## src/hps_pkg.sv

```systemverilog
/*
 * Shared constants and carrier types for the home-preset sequencer.
 * Assumes a single 50 MHz system clock and a control-power reset.
 */
package hps_pkg;
    // Clock and time base
    localparam int CLK_FREQ_MHZ = 50;
    localparam int TICK_TIME_US = 1000;
    localparam int TICK_CYCLES = TICK_TIME_US * CLK_FREQ_MHZ;

    // Sequence windows, in milliseconds (one tick each)
    localparam int HOLD_TIME_MS = 1000;
    localparam int WINDOW_TIME_MS = 3000;
    localparam int BLINK_HALF_MS = 250;
    localparam int SHOW_TIME_MS = 500;
    localparam int MS_W = 16;

    // Shaft position width and reset value
    localparam int POS_W = 32;
    localparam logic [POS_W-1:0] HOME_RESET = 32'h0000_0000;

    typedef enum {
        HPS_IDLE,
        HPS_HOLD,
        HPS_WAIT_RELEASE,
        HPS_WAIT_PRESS,
        HPS_CONFIRM,
        HPS_LOCKOUT
    } hps_state_e;

    typedef struct packed {
        logic red;
        logic green;
    } hps_indicator_s;

    typedef struct packed {
        logic req;
        logic [POS_W-1:0] data;
    } hps_nvm_write_s;
endpackage

```

## src/hps_tick_gen.sv

```systemverilog
/*
 * Divider that gives a one-cycle enable pulse every DIV clock cycles.
 * Assumes one clock domain and an asynchronous active-low reset.
 */
`timescale 1ns/100ps
`default_nettype none

module hps_tick_gen #(
    parameter int DIV = 50000
) (
    input wire logic core_clk, // System clock
    input wire logic reset_n,  // Async reset, active low
    output logic tick          // One-cycle pulse every DIV cycles
);
    localparam int CW = (DIV > 1) ? $clog2(DIV) : 1;
    localparam logic [CW-1:0] LAST = CW'(DIV - 1);

    logic [CW-1:0] count;

    always_ff @(posedge core_clk or negedge reset_n) begin
        if (!reset_n) begin
            count <= '0;
            tick <= 1'b0;
        end else if (count == LAST) begin
            count <= '0;
            tick <= 1'b1;
        end else begin
            count <= count + CW'(1);
            tick <= 1'b0;
        end
    end
endmodule // hps_tick_gen

`default_nettype wire

```

## src/hps_sequencer.sv

```systemverilog
/*
 * Front-panel home-preset sequencer: times hold, release and re-press of
 * the home button, drives the power/alarm indicator and captures home.
 * Assumes the button input is debounced and synchronous to core_clk, and
 * that the non-volatile store presents its saved home after reset.
 */
// Overview of operation
// - Home is undefined until a stored or newly completed home exists.
// - A completed home is written once to non-volatile storage.
// - Holding the button one second starts red and green blinking.
// - Timely re-press shows red and green, then green, and sets home.
// - Either window over three seconds aborts to steady green; hold again.
// - Home is the shaft position present when the sequence completes.
// - Return-to-home may also set home; that path lies outside here.
`timescale 1ns/100ps
`default_nettype none

module hps_sequencer #(
    parameter int TICK_DIV = hps_pkg::TICK_CYCLES
) (
    input wire logic core_clk,                             // System clock
    input wire logic reset_n,                              // Async reset, active low
    input wire logic home_button,                          // Button pressed, high
    input wire logic [hps_pkg::POS_W-1:0] shaft_position,  // Present shaft position
    input wire logic stored_home_valid,                    // Store holds a home
    input wire logic [hps_pkg::POS_W-1:0] stored_home,     // Home held in store
    output hps_pkg::hps_indicator_s power_alarm_indicator, // Two-colour lamp
    output hps_pkg::hps_nvm_write_s nvm_write,             // Store write pulse
    output logic home_valid,                               // Home defined
    output logic [hps_pkg::POS_W-1:0] home_position        // Home coordinate
);
    import hps_pkg::*;

    localparam logic [MS_W-1:0] HOLD_MS = MS_W'(HOLD_TIME_MS);
    localparam logic [MS_W-1:0] WIN_MS = MS_W'(WINDOW_TIME_MS);
    localparam logic [MS_W-1:0] BLINK_MS = MS_W'(BLINK_HALF_MS);
    localparam logic [MS_W-1:0] SHOW_MS = MS_W'(SHOW_TIME_MS);

    hps_state_e state;
    hps_state_e next_state;
    logic tick;
    logic [MS_W-1:0] ms_count;
    logic [MS_W-1:0] blink_count;
    logic blink_on;
    logic boot_done;
    logic confirm_now;
    hps_indicator_s next_indicator;

    hps_tick_gen #(
        .DIV(TICK_DIV)
    ) u_tick (
        .core_clk(core_clk),
        .reset_n(reset_n),
        .tick(tick)
    );

    always_comb begin
        next_state = state;
        case (state)
            HPS_IDLE: begin
                if (home_button) begin
                    next_state = HPS_HOLD;
                end
            end
            HPS_HOLD: begin
                if (!home_button) begin
                    next_state = HPS_IDLE;
                end else if (ms_count >= HOLD_MS) begin
                    next_state = HPS_WAIT_RELEASE;
                end
            end
            HPS_WAIT_RELEASE: begin
                if (!home_button) begin
                    next_state = HPS_WAIT_PRESS;
                end else if (ms_count >= WIN_MS) begin
                    next_state = HPS_LOCKOUT;
                end
            end
            HPS_WAIT_PRESS: begin
                if (home_button) begin
                    next_state = HPS_CONFIRM;
                end else if (ms_count >= WIN_MS) begin
                    next_state = HPS_LOCKOUT;
                end
            end
            HPS_CONFIRM: begin
                if (ms_count >= SHOW_MS) begin
                    next_state = HPS_LOCKOUT;
                end
            end
            HPS_LOCKOUT: begin
                // A still-held button must not start a new hold
                if (!home_button) begin
                    next_state = HPS_IDLE;
                end
            end
            default: begin
                next_state = HPS_IDLE;
            end
        endcase
    end

    assign confirm_now = (state == HPS_WAIT_PRESS) && home_button;

    always_ff @(posedge core_clk or negedge reset_n) begin
        if (!reset_n) begin
            state <= HPS_IDLE;
        end else begin
            state <= next_state;
        end
    end

    // Window timer restarts on every state change
    always_ff @(posedge core_clk or negedge reset_n) begin
        if (!reset_n) begin
            ms_count <= '0;
        end else if (next_state != state) begin
            ms_count <= '0;
        end else if (tick && ms_count != '1) begin
            ms_count <= ms_count + MS_W'(1);
        end
    end

    always_ff @(posedge core_clk or negedge reset_n) begin
        if (!reset_n) begin
            blink_count <= '0;
            blink_on <= 1'b1;
        end else if (state == HPS_HOLD) begin
            blink_count <= '0;
            blink_on <= 1'b1;
        end else if (tick) begin
            if (blink_count >= BLINK_MS - MS_W'(1)) begin
                blink_count <= '0;
                blink_on <= ~blink_on;
            end else begin
                blink_count <= blink_count + MS_W'(1);
            end
        end
    end

    always_comb begin
        next_indicator = '{red: 1'b0, green: 1'b1};
        case (next_state)
            HPS_WAIT_RELEASE, HPS_WAIT_PRESS: begin
                next_indicator = '{red: blink_on, green: blink_on};
            end
            HPS_CONFIRM: begin
                next_indicator = '{red: 1'b1, green: 1'b1};
            end
            default: begin
                next_indicator = '{red: 1'b0, green: 1'b1};
            end
        endcase
    end

    always_ff @(posedge core_clk or negedge reset_n) begin
        if (!reset_n) begin
            power_alarm_indicator <= '{red: 1'b0, green: 1'b1};
        end else begin
            power_alarm_indicator <= next_indicator;
        end
    end

    // Stored home is taken on the first edge after reset release
    always_ff @(posedge core_clk or negedge reset_n) begin
        if (!reset_n) begin
            boot_done <= 1'b0;
            home_valid <= 1'b0;
            home_position <= HOME_RESET;
        end else if (!boot_done) begin
            boot_done <= 1'b1;
            home_valid <= stored_home_valid;
            // Store may also hold a home set by the return-to-home path
            home_position <= stored_home;
        end else if (confirm_now) begin
            home_valid <= 1'b1;
            home_position <= shaft_position;
        end
    end

    // One write per completed sequence keeps store wear low
    always_ff @(posedge core_clk or negedge reset_n) begin
        if (!reset_n) begin
            nvm_write <= '{req: 1'b0, data: HOME_RESET};
        end else if (boot_done && confirm_now) begin
            nvm_write <= '{req: 1'b1, data: shaft_position};
        end else begin
            nvm_write.req <= 1'b0;
        end
    end
endmodule // hps_sequencer

`default_nettype wire

```

## config.mk

```make
export PLATFORM = sky130hd
export DESIGN_NAME = hps_sequencer
export DESIGN_NICKNAME = d
export VERILOG_FILES = /design/src/hps_pkg.sv /design/src/hps_tick_gen.sv /design/src/hps_sequencer.sv
export SDC_FILE = /design/constraint.sdc
export NUM_CORES = 1
export LEC_CHECK = 0
export BUFFER_PORTS_ARGS = -buffer_cell sky130_fd_sc_hd__clkbuf_2
export CORE_ASPECT_RATIO = 0.8
export CORE_MARGIN = 4
export CORE_UTILIZATION = 50
export CTS_CLUSTER_DIAMETER = 150
export DETAILED_ROUTE_END_ITERATION = 10
export PLACE_DENSITY_LB_ADDON = 0.15
export SLEW_MARGIN = 20
export SYNTH_ARGS = -nofsm -noshare
export SYNTH_HDL_FRONTEND = slang
export SYNTH_HIERARCHICAL = 1
export SYNTH_SLANG_ARGS = --single-unit
```

## constraint.sdc

```tcl
create_clock -name core_clk -period 3.2 [get_ports core_clk]
set_input_delay 0.64 -clock core_clk [delete_from_list [all_inputs] [get_ports core_clk]]
set_output_delay 0.64 -clock core_clk [all_outputs]
set_load 0.02 [all_outputs]
```

==> results by group, run 1 <==
Synthesis
  • Yosys Warn Count: 6
  • Mapped Cells: approximately 560
  • Synth Area per Inst: 11.7 um^2
  • Netlist Area Pre-Place: around 6600 um^2
  • Post-synthesis cell type with the largest combined area: dfrtp_1
  • Synth top area cells: dfrtp_1 (57%), mux2_1 (5.5%), mux2i_1 (5.2%)
  • Post-synthesis sequential area ratio: 0.575
  • EDFF count, synth: 0
  • Async S/R FF share, synth: 1.00
  • Post-synth cell types: 60
  • #FFs+latches synth: 151
  • Synth top area share: 0.567
  • Top_reg_cell synth: dfrtp_1

Worst setup path
  • Required @ worst endpoint: 3.54 ns
  • Crit start category: register
  • WS Path Type: register to register
  • CP Capture Type: register
  • Largest fanout on the critical path: 9
  • Worst path arrival time: between 2 and 3 ns

Floorplanning
  • # IOs: 136
  • Num rows: 37
  • Die Y: 111 um
  • Die Wd: ~140 um
  • Initial Util: 0.511
  • Core Region: 12900 um^2
  • Die footprint: 15100 um^2

Outcome
  • Outcome: finished clean

Route
  • DRT antenna net count: 0
  • Via-to-Cell Ratio: 5.29
  • Pre-Repair DR Iteration Count: 6
  • DR vias: 4827
  • Drt drc: 0
  • Initial DRC count: 326
  • Drt wl/cell: 15.8 um
  • Routed WL: 14.5 mm

STA
  • FMAX: 378 MHz
  • RSZ-0062 raised after global routing: false
  • Fin crit period: 2.65 ns
  • Slew Limit Fails: 0
  • Worst Tran Pin Value: roughly 0.97 ns
  • Final hold vios: 0
  • Fin Setup TNS: 0 ns
  • Tcrit/Tclk final: 0.827
  • # setup viols final: 0
  • Relative slew slack: 0.355
  • Clock Skews: 0.00854 ns

GRT
  • Total GRT Usage: 0.205
  • GR Overflow Total: 0
  • Largest net degree at the start of global routing: approximately 90
  • Initial antenna violation count: 0
  • First-pass GRT wire length: roughly 25 mm
  • Vias in the first global route: approximately 5000

Final layout
  • Fraction of layout cells with a size suffix above 1: 0.271
  • Nets: approximately 800
  • Final Core Density: 0.630
  • # diodes: 0
  • P&R area growth vs syn: 23.2%

Power
  • Power consumption: 4.14 mW
  • Peak supply drop: around 0.41 mV
  • Leak: between 3 and 4 nW
  • Power Density: 511 nW/um^2

Clock tree
  • Clock-pin slew on the worst setup and hold paths: 0.06 ns
  • CTS buffer count: 17
  • Post_cts resized: 0
  • TritonCTS clock tree: done
  • CTS root buf: clkbuf_16
  • Hold-fix buffers at CTS: 0
  • CTS sink count: 151
  • Postcts setup bufs: 0
  • Htree depth: 4
  • Clk_lat worst skew: 0.42 ns
  • Clock Tree Buf Depth: 2

Min path
  • Hold/Removal Path Class: input port to asynchronous set/reset pin

Run
  • Max-cap viol count: 0

Place
  • DPL Wire Length: approximately 10 mm
  • Port Buffers: ~140
  • Gpl congestion: 0.830
critical path, stage by stage, from the launching register on:
cell	delay, ns
dfrtp_1	0.37
nor4_2	0.37
nand4_2	0.24
or4_4	0.56
or3_1	0.61
buf_4	0.28
a21oi_2	0.15
synthesized netlist by cell type (all sizes together), types with 2 or more instances:
cell	instances
nand3	15
or3	2
nand4	11
nor2b	5
dfstp	2
and4	6
nand2	20
and3	9
o41ai	3
a41oi	2
and2	8
buf	10
o22ai	2
a31oi	5
clkbuf	16
mux2i	34
o21ai	9
conb	2
a2111o	2
xnor2	7
a22o	3
dfrtp	149
o2111ai	5
ha	6
nor2	63
a21o	2
mux2	32
nor4	13
o211ai	7
inv	14
xor2	20
a21oi	52
nor3	5
nor3b	2
nand2b	2
final timing paths:
check	startpoint	endpoint	slack, ns	cells after the start
worst max register to register	state[14]	ms_count[4]	0.55	6
max in group asynchronous	reset_n	nvm_write[27]	2.10	2
worst min register to register	u_tick/count[0]	u_tick/count[0]	0.48	1
min in group core_clk	shaft_position[14]	nvm_write[14]	0.45	2
worst max-delay path	state[14]	ms_count[4]	0.55	6
worst min-delay path	reset_n	blink_count[4]	0.29	1
routing by layer:
metal  up-vias  track usage  wire (um)
met2       112        0.331       7340
met4         0       0.0732        259
met3        17       0.0583        677
li1       2312            -          -
met5         -            0          0
met1      2386        0.265       6180
layout by cell type (no fill, tap or decap), types with 14 or more instances in the layout:
| cell | n |
|---|---|
| xor2_1 | 20 |
| conb_1 | 30 |
| a21oi_1 | 42 |
| nor2_1 | 63 |
| clkbuf_16 | 17 |
| mux2_1 | 32 |
| dfrtp_1 | 148 |
| inv_1 | 14 |
| clkbuf_2 | 134 |
| nand2_1 | 20 |
| nand3_1 | 15 |
| mux2i_1 | 34 |
layout make-up:
type | count | area (um^2)
inverters | 14 | 52.6
flip-flops and latches | 151 | 3780
clock buffers | 22 | 474
fillers | 1070 | 4770
repair buffers | 143 | 754
clock inverters | 10 | 95.1
well taps | 175 | 219
multi-input cells | 398 | 2730
power by group:
part           switching [mW]  leakage (nW)  internal, mW  total, mW
registers              0.0276          1.92          1.97       1.99
clock network           0.765         0.276          1.13       1.90
logic                   0.161          1.64        0.0883      0.250
total                   0.954          3.84          3.19       4.14
cell families (layout without fill, tap and decap cells):
logic type | after synthesis | after routing | synth area share
DFF | 151 | 151 | 0.575
muxes | 66 | 66 | 0.107
buffers and inverters | 40 | 189 | 0.0266
xor gates and xnor gates | 27 | 27 | 0.0360
AOI/OAI and AO/OA | 103 | 103 | 0.108
adders and majority gates | 7 | 7 | 0.0129
other | 2 | 30 | 0.00114
and+or+nand+nor | 165 | 165 | 0.134
state kept, by name, summed over array words and instances, names as in the netlist:
signal	cells
blink_on	1
nvm_write	33
boot_done	1
state	32
power_alarm_indicator	2
u_tick/count	16
u_tick/tick	1
home_position	32
home_valid	1
blink_count	16
ms_count	16
per-stage QoR:
stage	instances	hold WS, ns	cell area (um^2)	worst slack [ns]
floorplan	589	0.344	6680	0.931
CTS	913	0.313	8100	0.534
detailed placement	881	0.474	7530	0.544
global placement	881	0.467	7530	0.619
global route	913	0.348	8100	0.392
finish	913	0.288	8100	0.553
Note: power is estimated with default switching activity, not from simulation.
==> inputs of run 2 (changes only) <==
--- a/config.mk
+++ b/config.mk
@@ -5,10 +5,11 @@
 export SDC_FILE = /design/constraint.sdc
 export NUM_CORES = 1
 export LEC_CHECK = 0
+export ABC_AREA = 1
 export BUFFER_PORTS_ARGS = -buffer_cell sky130_fd_sc_hd__clkbuf_2
 export CORE_ASPECT_RATIO = 0.8
 export CORE_MARGIN = 4
-export CORE_UTILIZATION = 50
+export CORE_UTILIZATION = 49
 export CTS_CLUSTER_DIAMETER = 150
 export DETAILED_ROUTE_END_ITERATION = 10
 export PLACE_DENSITY_LB_ADDON = 0.15
==> constraint.sdc (replaced) <==
create_clock -name core_clk -period 2.39 [get_ports core_clk]
set_input_delay 0.478 -clock core_clk [delete_from_list [all_inputs] [get_ports core_clk]]
set_output_delay 0.478 -clock core_clk [all_outputs]
set_load 0.02 [all_outputs]
==> run 2 against run 1 <==
  * Critical path depth rose by 5
  * Clock skew fell by 0.00063 ns
  * Sequential share of layout area fell by 0.080 points
  * Synthesized area fell by 0.88%
  * Maximum frequency rose by 43%
  * Largest cell class unchanged
  * Highest routed layer unchanged
==> results by group, run 2 <==
Outcome
  • Outcome: finished clean

Place
  • Post-DP Area: approximately 7500 um^2
  • Port Buffers: 135
  • DPL Wire Length: 10.3 mm
  • Gpl congestion: between 0.8 and 0.9

Worst setup path
  • WS Path Type: register to register
  • Required @ worst endpoint: 2.68 ns
  • Critical path depth: 11
  • CP Capture Type: register
  • Crit-path cells: inv_1 -> nand3_1 -> nor2_1 -> nand2_1 -> nor2_4 -> nand3_2 -> nand2_2 -> o21ai_0 -> nand2_1 -> nand2_1 -> o21ai_0
  • Crit start category: register
  • Max stage delay cell, worst path: dfrtp_1
  • Buf+Inv Stages, Crit Path: 1
  • FF-to-FF path depth: 11
  • CP dominant cell by count: nand2_1
  • CP max stage delay: between 0.4 and 0.5 ns
  • Worst path arrival time: about 2.2 ns
  • Critical path's top delay family: simple AND/OR/NAND/NOR gates
  • Largest fanout on the critical path: 5

Power
  • Power Density: 701 nW/um^2
  • Combinational power share: 0.057
  • Net Sw Frac: 0.223
  • Peak supply drop: about 0.45 mV
  • Part of the power in the clock network: 0.474
  • Seq pwr share: 0.469
  • Psw: about 1.3 mW
  • Leak: about 4.4 nW
  • Int Pwr: 4.42 mW

Clock tree
  • Hold-fix buffers at CTS: 0
  • CTS buffer count: 17
  • TritonCTS clock tree: done
  • Post_cts resized: 0
  • Postcts setup bufs: 0
  • Htree depth: 4
  • Clk_lat worst skew: 0.41 ns
  • CTS sink count: 151
  • Clock-pin slew on the worst setup and hold paths: 0.06 ns
  • Clock Tree Buf Depth: 2
  • CTS root buf: clkbuf_16

Final layout
  • # fillers: 1155
  • Reg area: roughly 3800 um^2
  • Largest register FFs: 33
  • Most frequent cells in the layout: nand2_1 (265), dfrtp_1 (149), clkbuf_2 (134), nor2_1 (88), inv_1 (68)
  • # diodes: 0
  • Commonest non-fill, non-tap cell in the layout: nand2_1
  • Biggest register: nvm_write
  • Final instance area: 8120 um^2
  • P&R area growth vs syn: 24.5%
  • Nets: 1006
  • Biggest regs: nvm_write (33), home_position (32), state (32)
  • Multi-input logic area: 2490 um^2
  • Fraction of layout cells with a size suffix above 1: 0.221

Synthesis
  • Top cells by count, synth: nand2_1 (265), dfrtp_1 (149), nor2_1 (88)
  • Synth Area per Inst: 8.60 um^2
  • Post-synth cell types: 37
  • Netlist Area Pre-Place: 6520 um^2
  • #FFs+latches synth: around 150
  • Most common cell in the netlist: nand2_1
  • Post-synthesis sequential area ratio: 0.580
  • Synth top area share: 0.572
  • Yosys Warn Count: 6
  • Synth top area cells: dfrtp_1 (57%), nand2_1 (15%), nor2_1 (5.1%)
  • Async S/R FF share, synth: 1.00
  • EDFF count, synth: 0
  • Mapped Cells: 758
  • Post-synthesis cell type with the largest combined area: dfrtp_1
  • Top_reg_cell synth: dfrtp_1

Floorplanning
  • Core Region: 13000 um^2
  • Num rows: 37
  • Die footprint: 15200 um^2
  • Die Wd: approximately 140 um
  • Initial Util: 0.503
  • Die Y: 111 um
  • # IOs: 136

GRT
  • Total GRT Usage: 0.200
  • First-pass GRT wire length: 24.4 mm
  • Vias in the first global route: 5141
  • Initial antenna violation count: 0
  • Largest net degree at the start of global routing: 57
  • GR Overflow Total: 0

STA
  • RSZ-0062 raised after global routing: false
  • Fin Setup TNS: 0 ns
  • # setup viols final: 0
  • Slew Limit Fails: 0
  • Fin crit period: between 1.5 and 2 ns
  • Clock Skews: 0.00791 ns
  • Final hold vios: 0
  • Tcrit/Tclk final: 0.775
  • FMAX: 540 MHz

Route
  • Initial DRC count: 421
  • DR vias: 5235
  • Via-to-Cell Ratio: 4.67
  • Routed WL: 14.2 mm
  • Drt drc: 0
  • DRT antenna net count: 0
  • Pre-Repair DR Iteration Count: 7
  • Drt wl/cell: 12.7 um

Run
  • Max-cap viol count: 0

Min path
  • Hold/Removal Path Class: input port to asynchronous set/reset pin
[run 2: cell count changes in the layout (fill, tap and decap cells not counted), sizes merged, moves of 10 or more]
cell,delta
mux2,-32
a21oi,-47
nor3,+12
mux2i,-34
nand3,+50
nor4,-10
inv,+58
nor2,+44
nand2,+251
[run 2: final cells by class]
cell class                 instances  area share
clock buffer                      21      0.0555
timing repair buffer             141      0.0927
clock inverter                    11      0.0183
tap                              175      0.0270
multi-input combinational        549       0.307
sequential                       151       0.466
inverter                          72      0.0333
[run 2: through the flow]
| step | setup slack, ns | instances | util | power, mW | hold WS (ns) |
|---|---|---|---|---|---|
| 2_1_floorplan | 0.775 | 786 | - | 2.85 | 0.182 |
| 3_3_place_gp | 0.568 | 1088 | 0.580 | 3.04 | 0.449 |
| 3_5_place_dp | 0.563 | 1088 | 0.580 | 3.05 | 0.453 |
| 4_1_cts | 0.549 | 1120 | 0.626 | 5.76 | 0.00791 |
| 5_1_grt | 0.334 | 1120 | 0.626 | 5.91 | 0.0308 |
| 6_report | 0.538 | 1120 | 0.626 | 5.69 | 0.0136 |
[run 2: final timing paths]
| check | startpoint | to | slack [ns] |
|---|---|---|---|
| min in group core_clk | stored_home[17] | home_position[17] | 0.28 |
| worst max-delay path | state[1] | power_alarm_indicator[1] | 0.54 |
| worst min register to register | nvm_write[19] | nvm_write[19] | 0.48 |
| max in group asynchronous | reset_n | home_position[9] | 1.74 |
| worst min-delay path | reset_n | blink_count[15] | 0.01 |
| worst max register to register | state[1] | power_alarm_indicator[1] | 0.54 |
[run 2: worst reg2reg max path, cell delays in order (launching register included)]
cell and delay (ns):
dfrtp_1 0.42, inv_1 0.20, nand3_1 0.10, nor2_1 0.11, nand2_1 0.10, nor2_4 0.19, nand3_2 0.11, nand2_2 0.08
o21ai_0 0.07, nand2_1 0.13, nand2_1 0.10, o21ai_0 0.13
[run 2: logic make-up after synthesis]
family                     count (synthesis)  synth area share
buffers and inverters                     86            0.0537
adders and majority gates                  6            0.0115
AOI/OAI and AO/OA                         26            0.0234
DFF                                      151             0.580
xor gates and xnor gates                  14            0.0188
and+or+nand+nor                          473             0.311
other                                      2           0.00115
[run 2: per-layer routing]
layer	vias up	track usage	share of wire
met2	125	0.291	0.44
met4	0	0.0539	0.0091
li1	2684	-	-
met5	-	0	0
met1	2414	0.290	0.49
met3	12	0.0644	0.059
[run 2: power by group through the flow]
stage	logic, mW	registers [mW]	clock network (mW)
after detailed placement	0.332	2.71	0
after global placement	0.328	2.71	0
after CTS	0.331	2.67	2.76
final	0.324	2.67	2.69
after global routing	0.364	2.68	2.87
after floorplan	0.0773	2.77	0
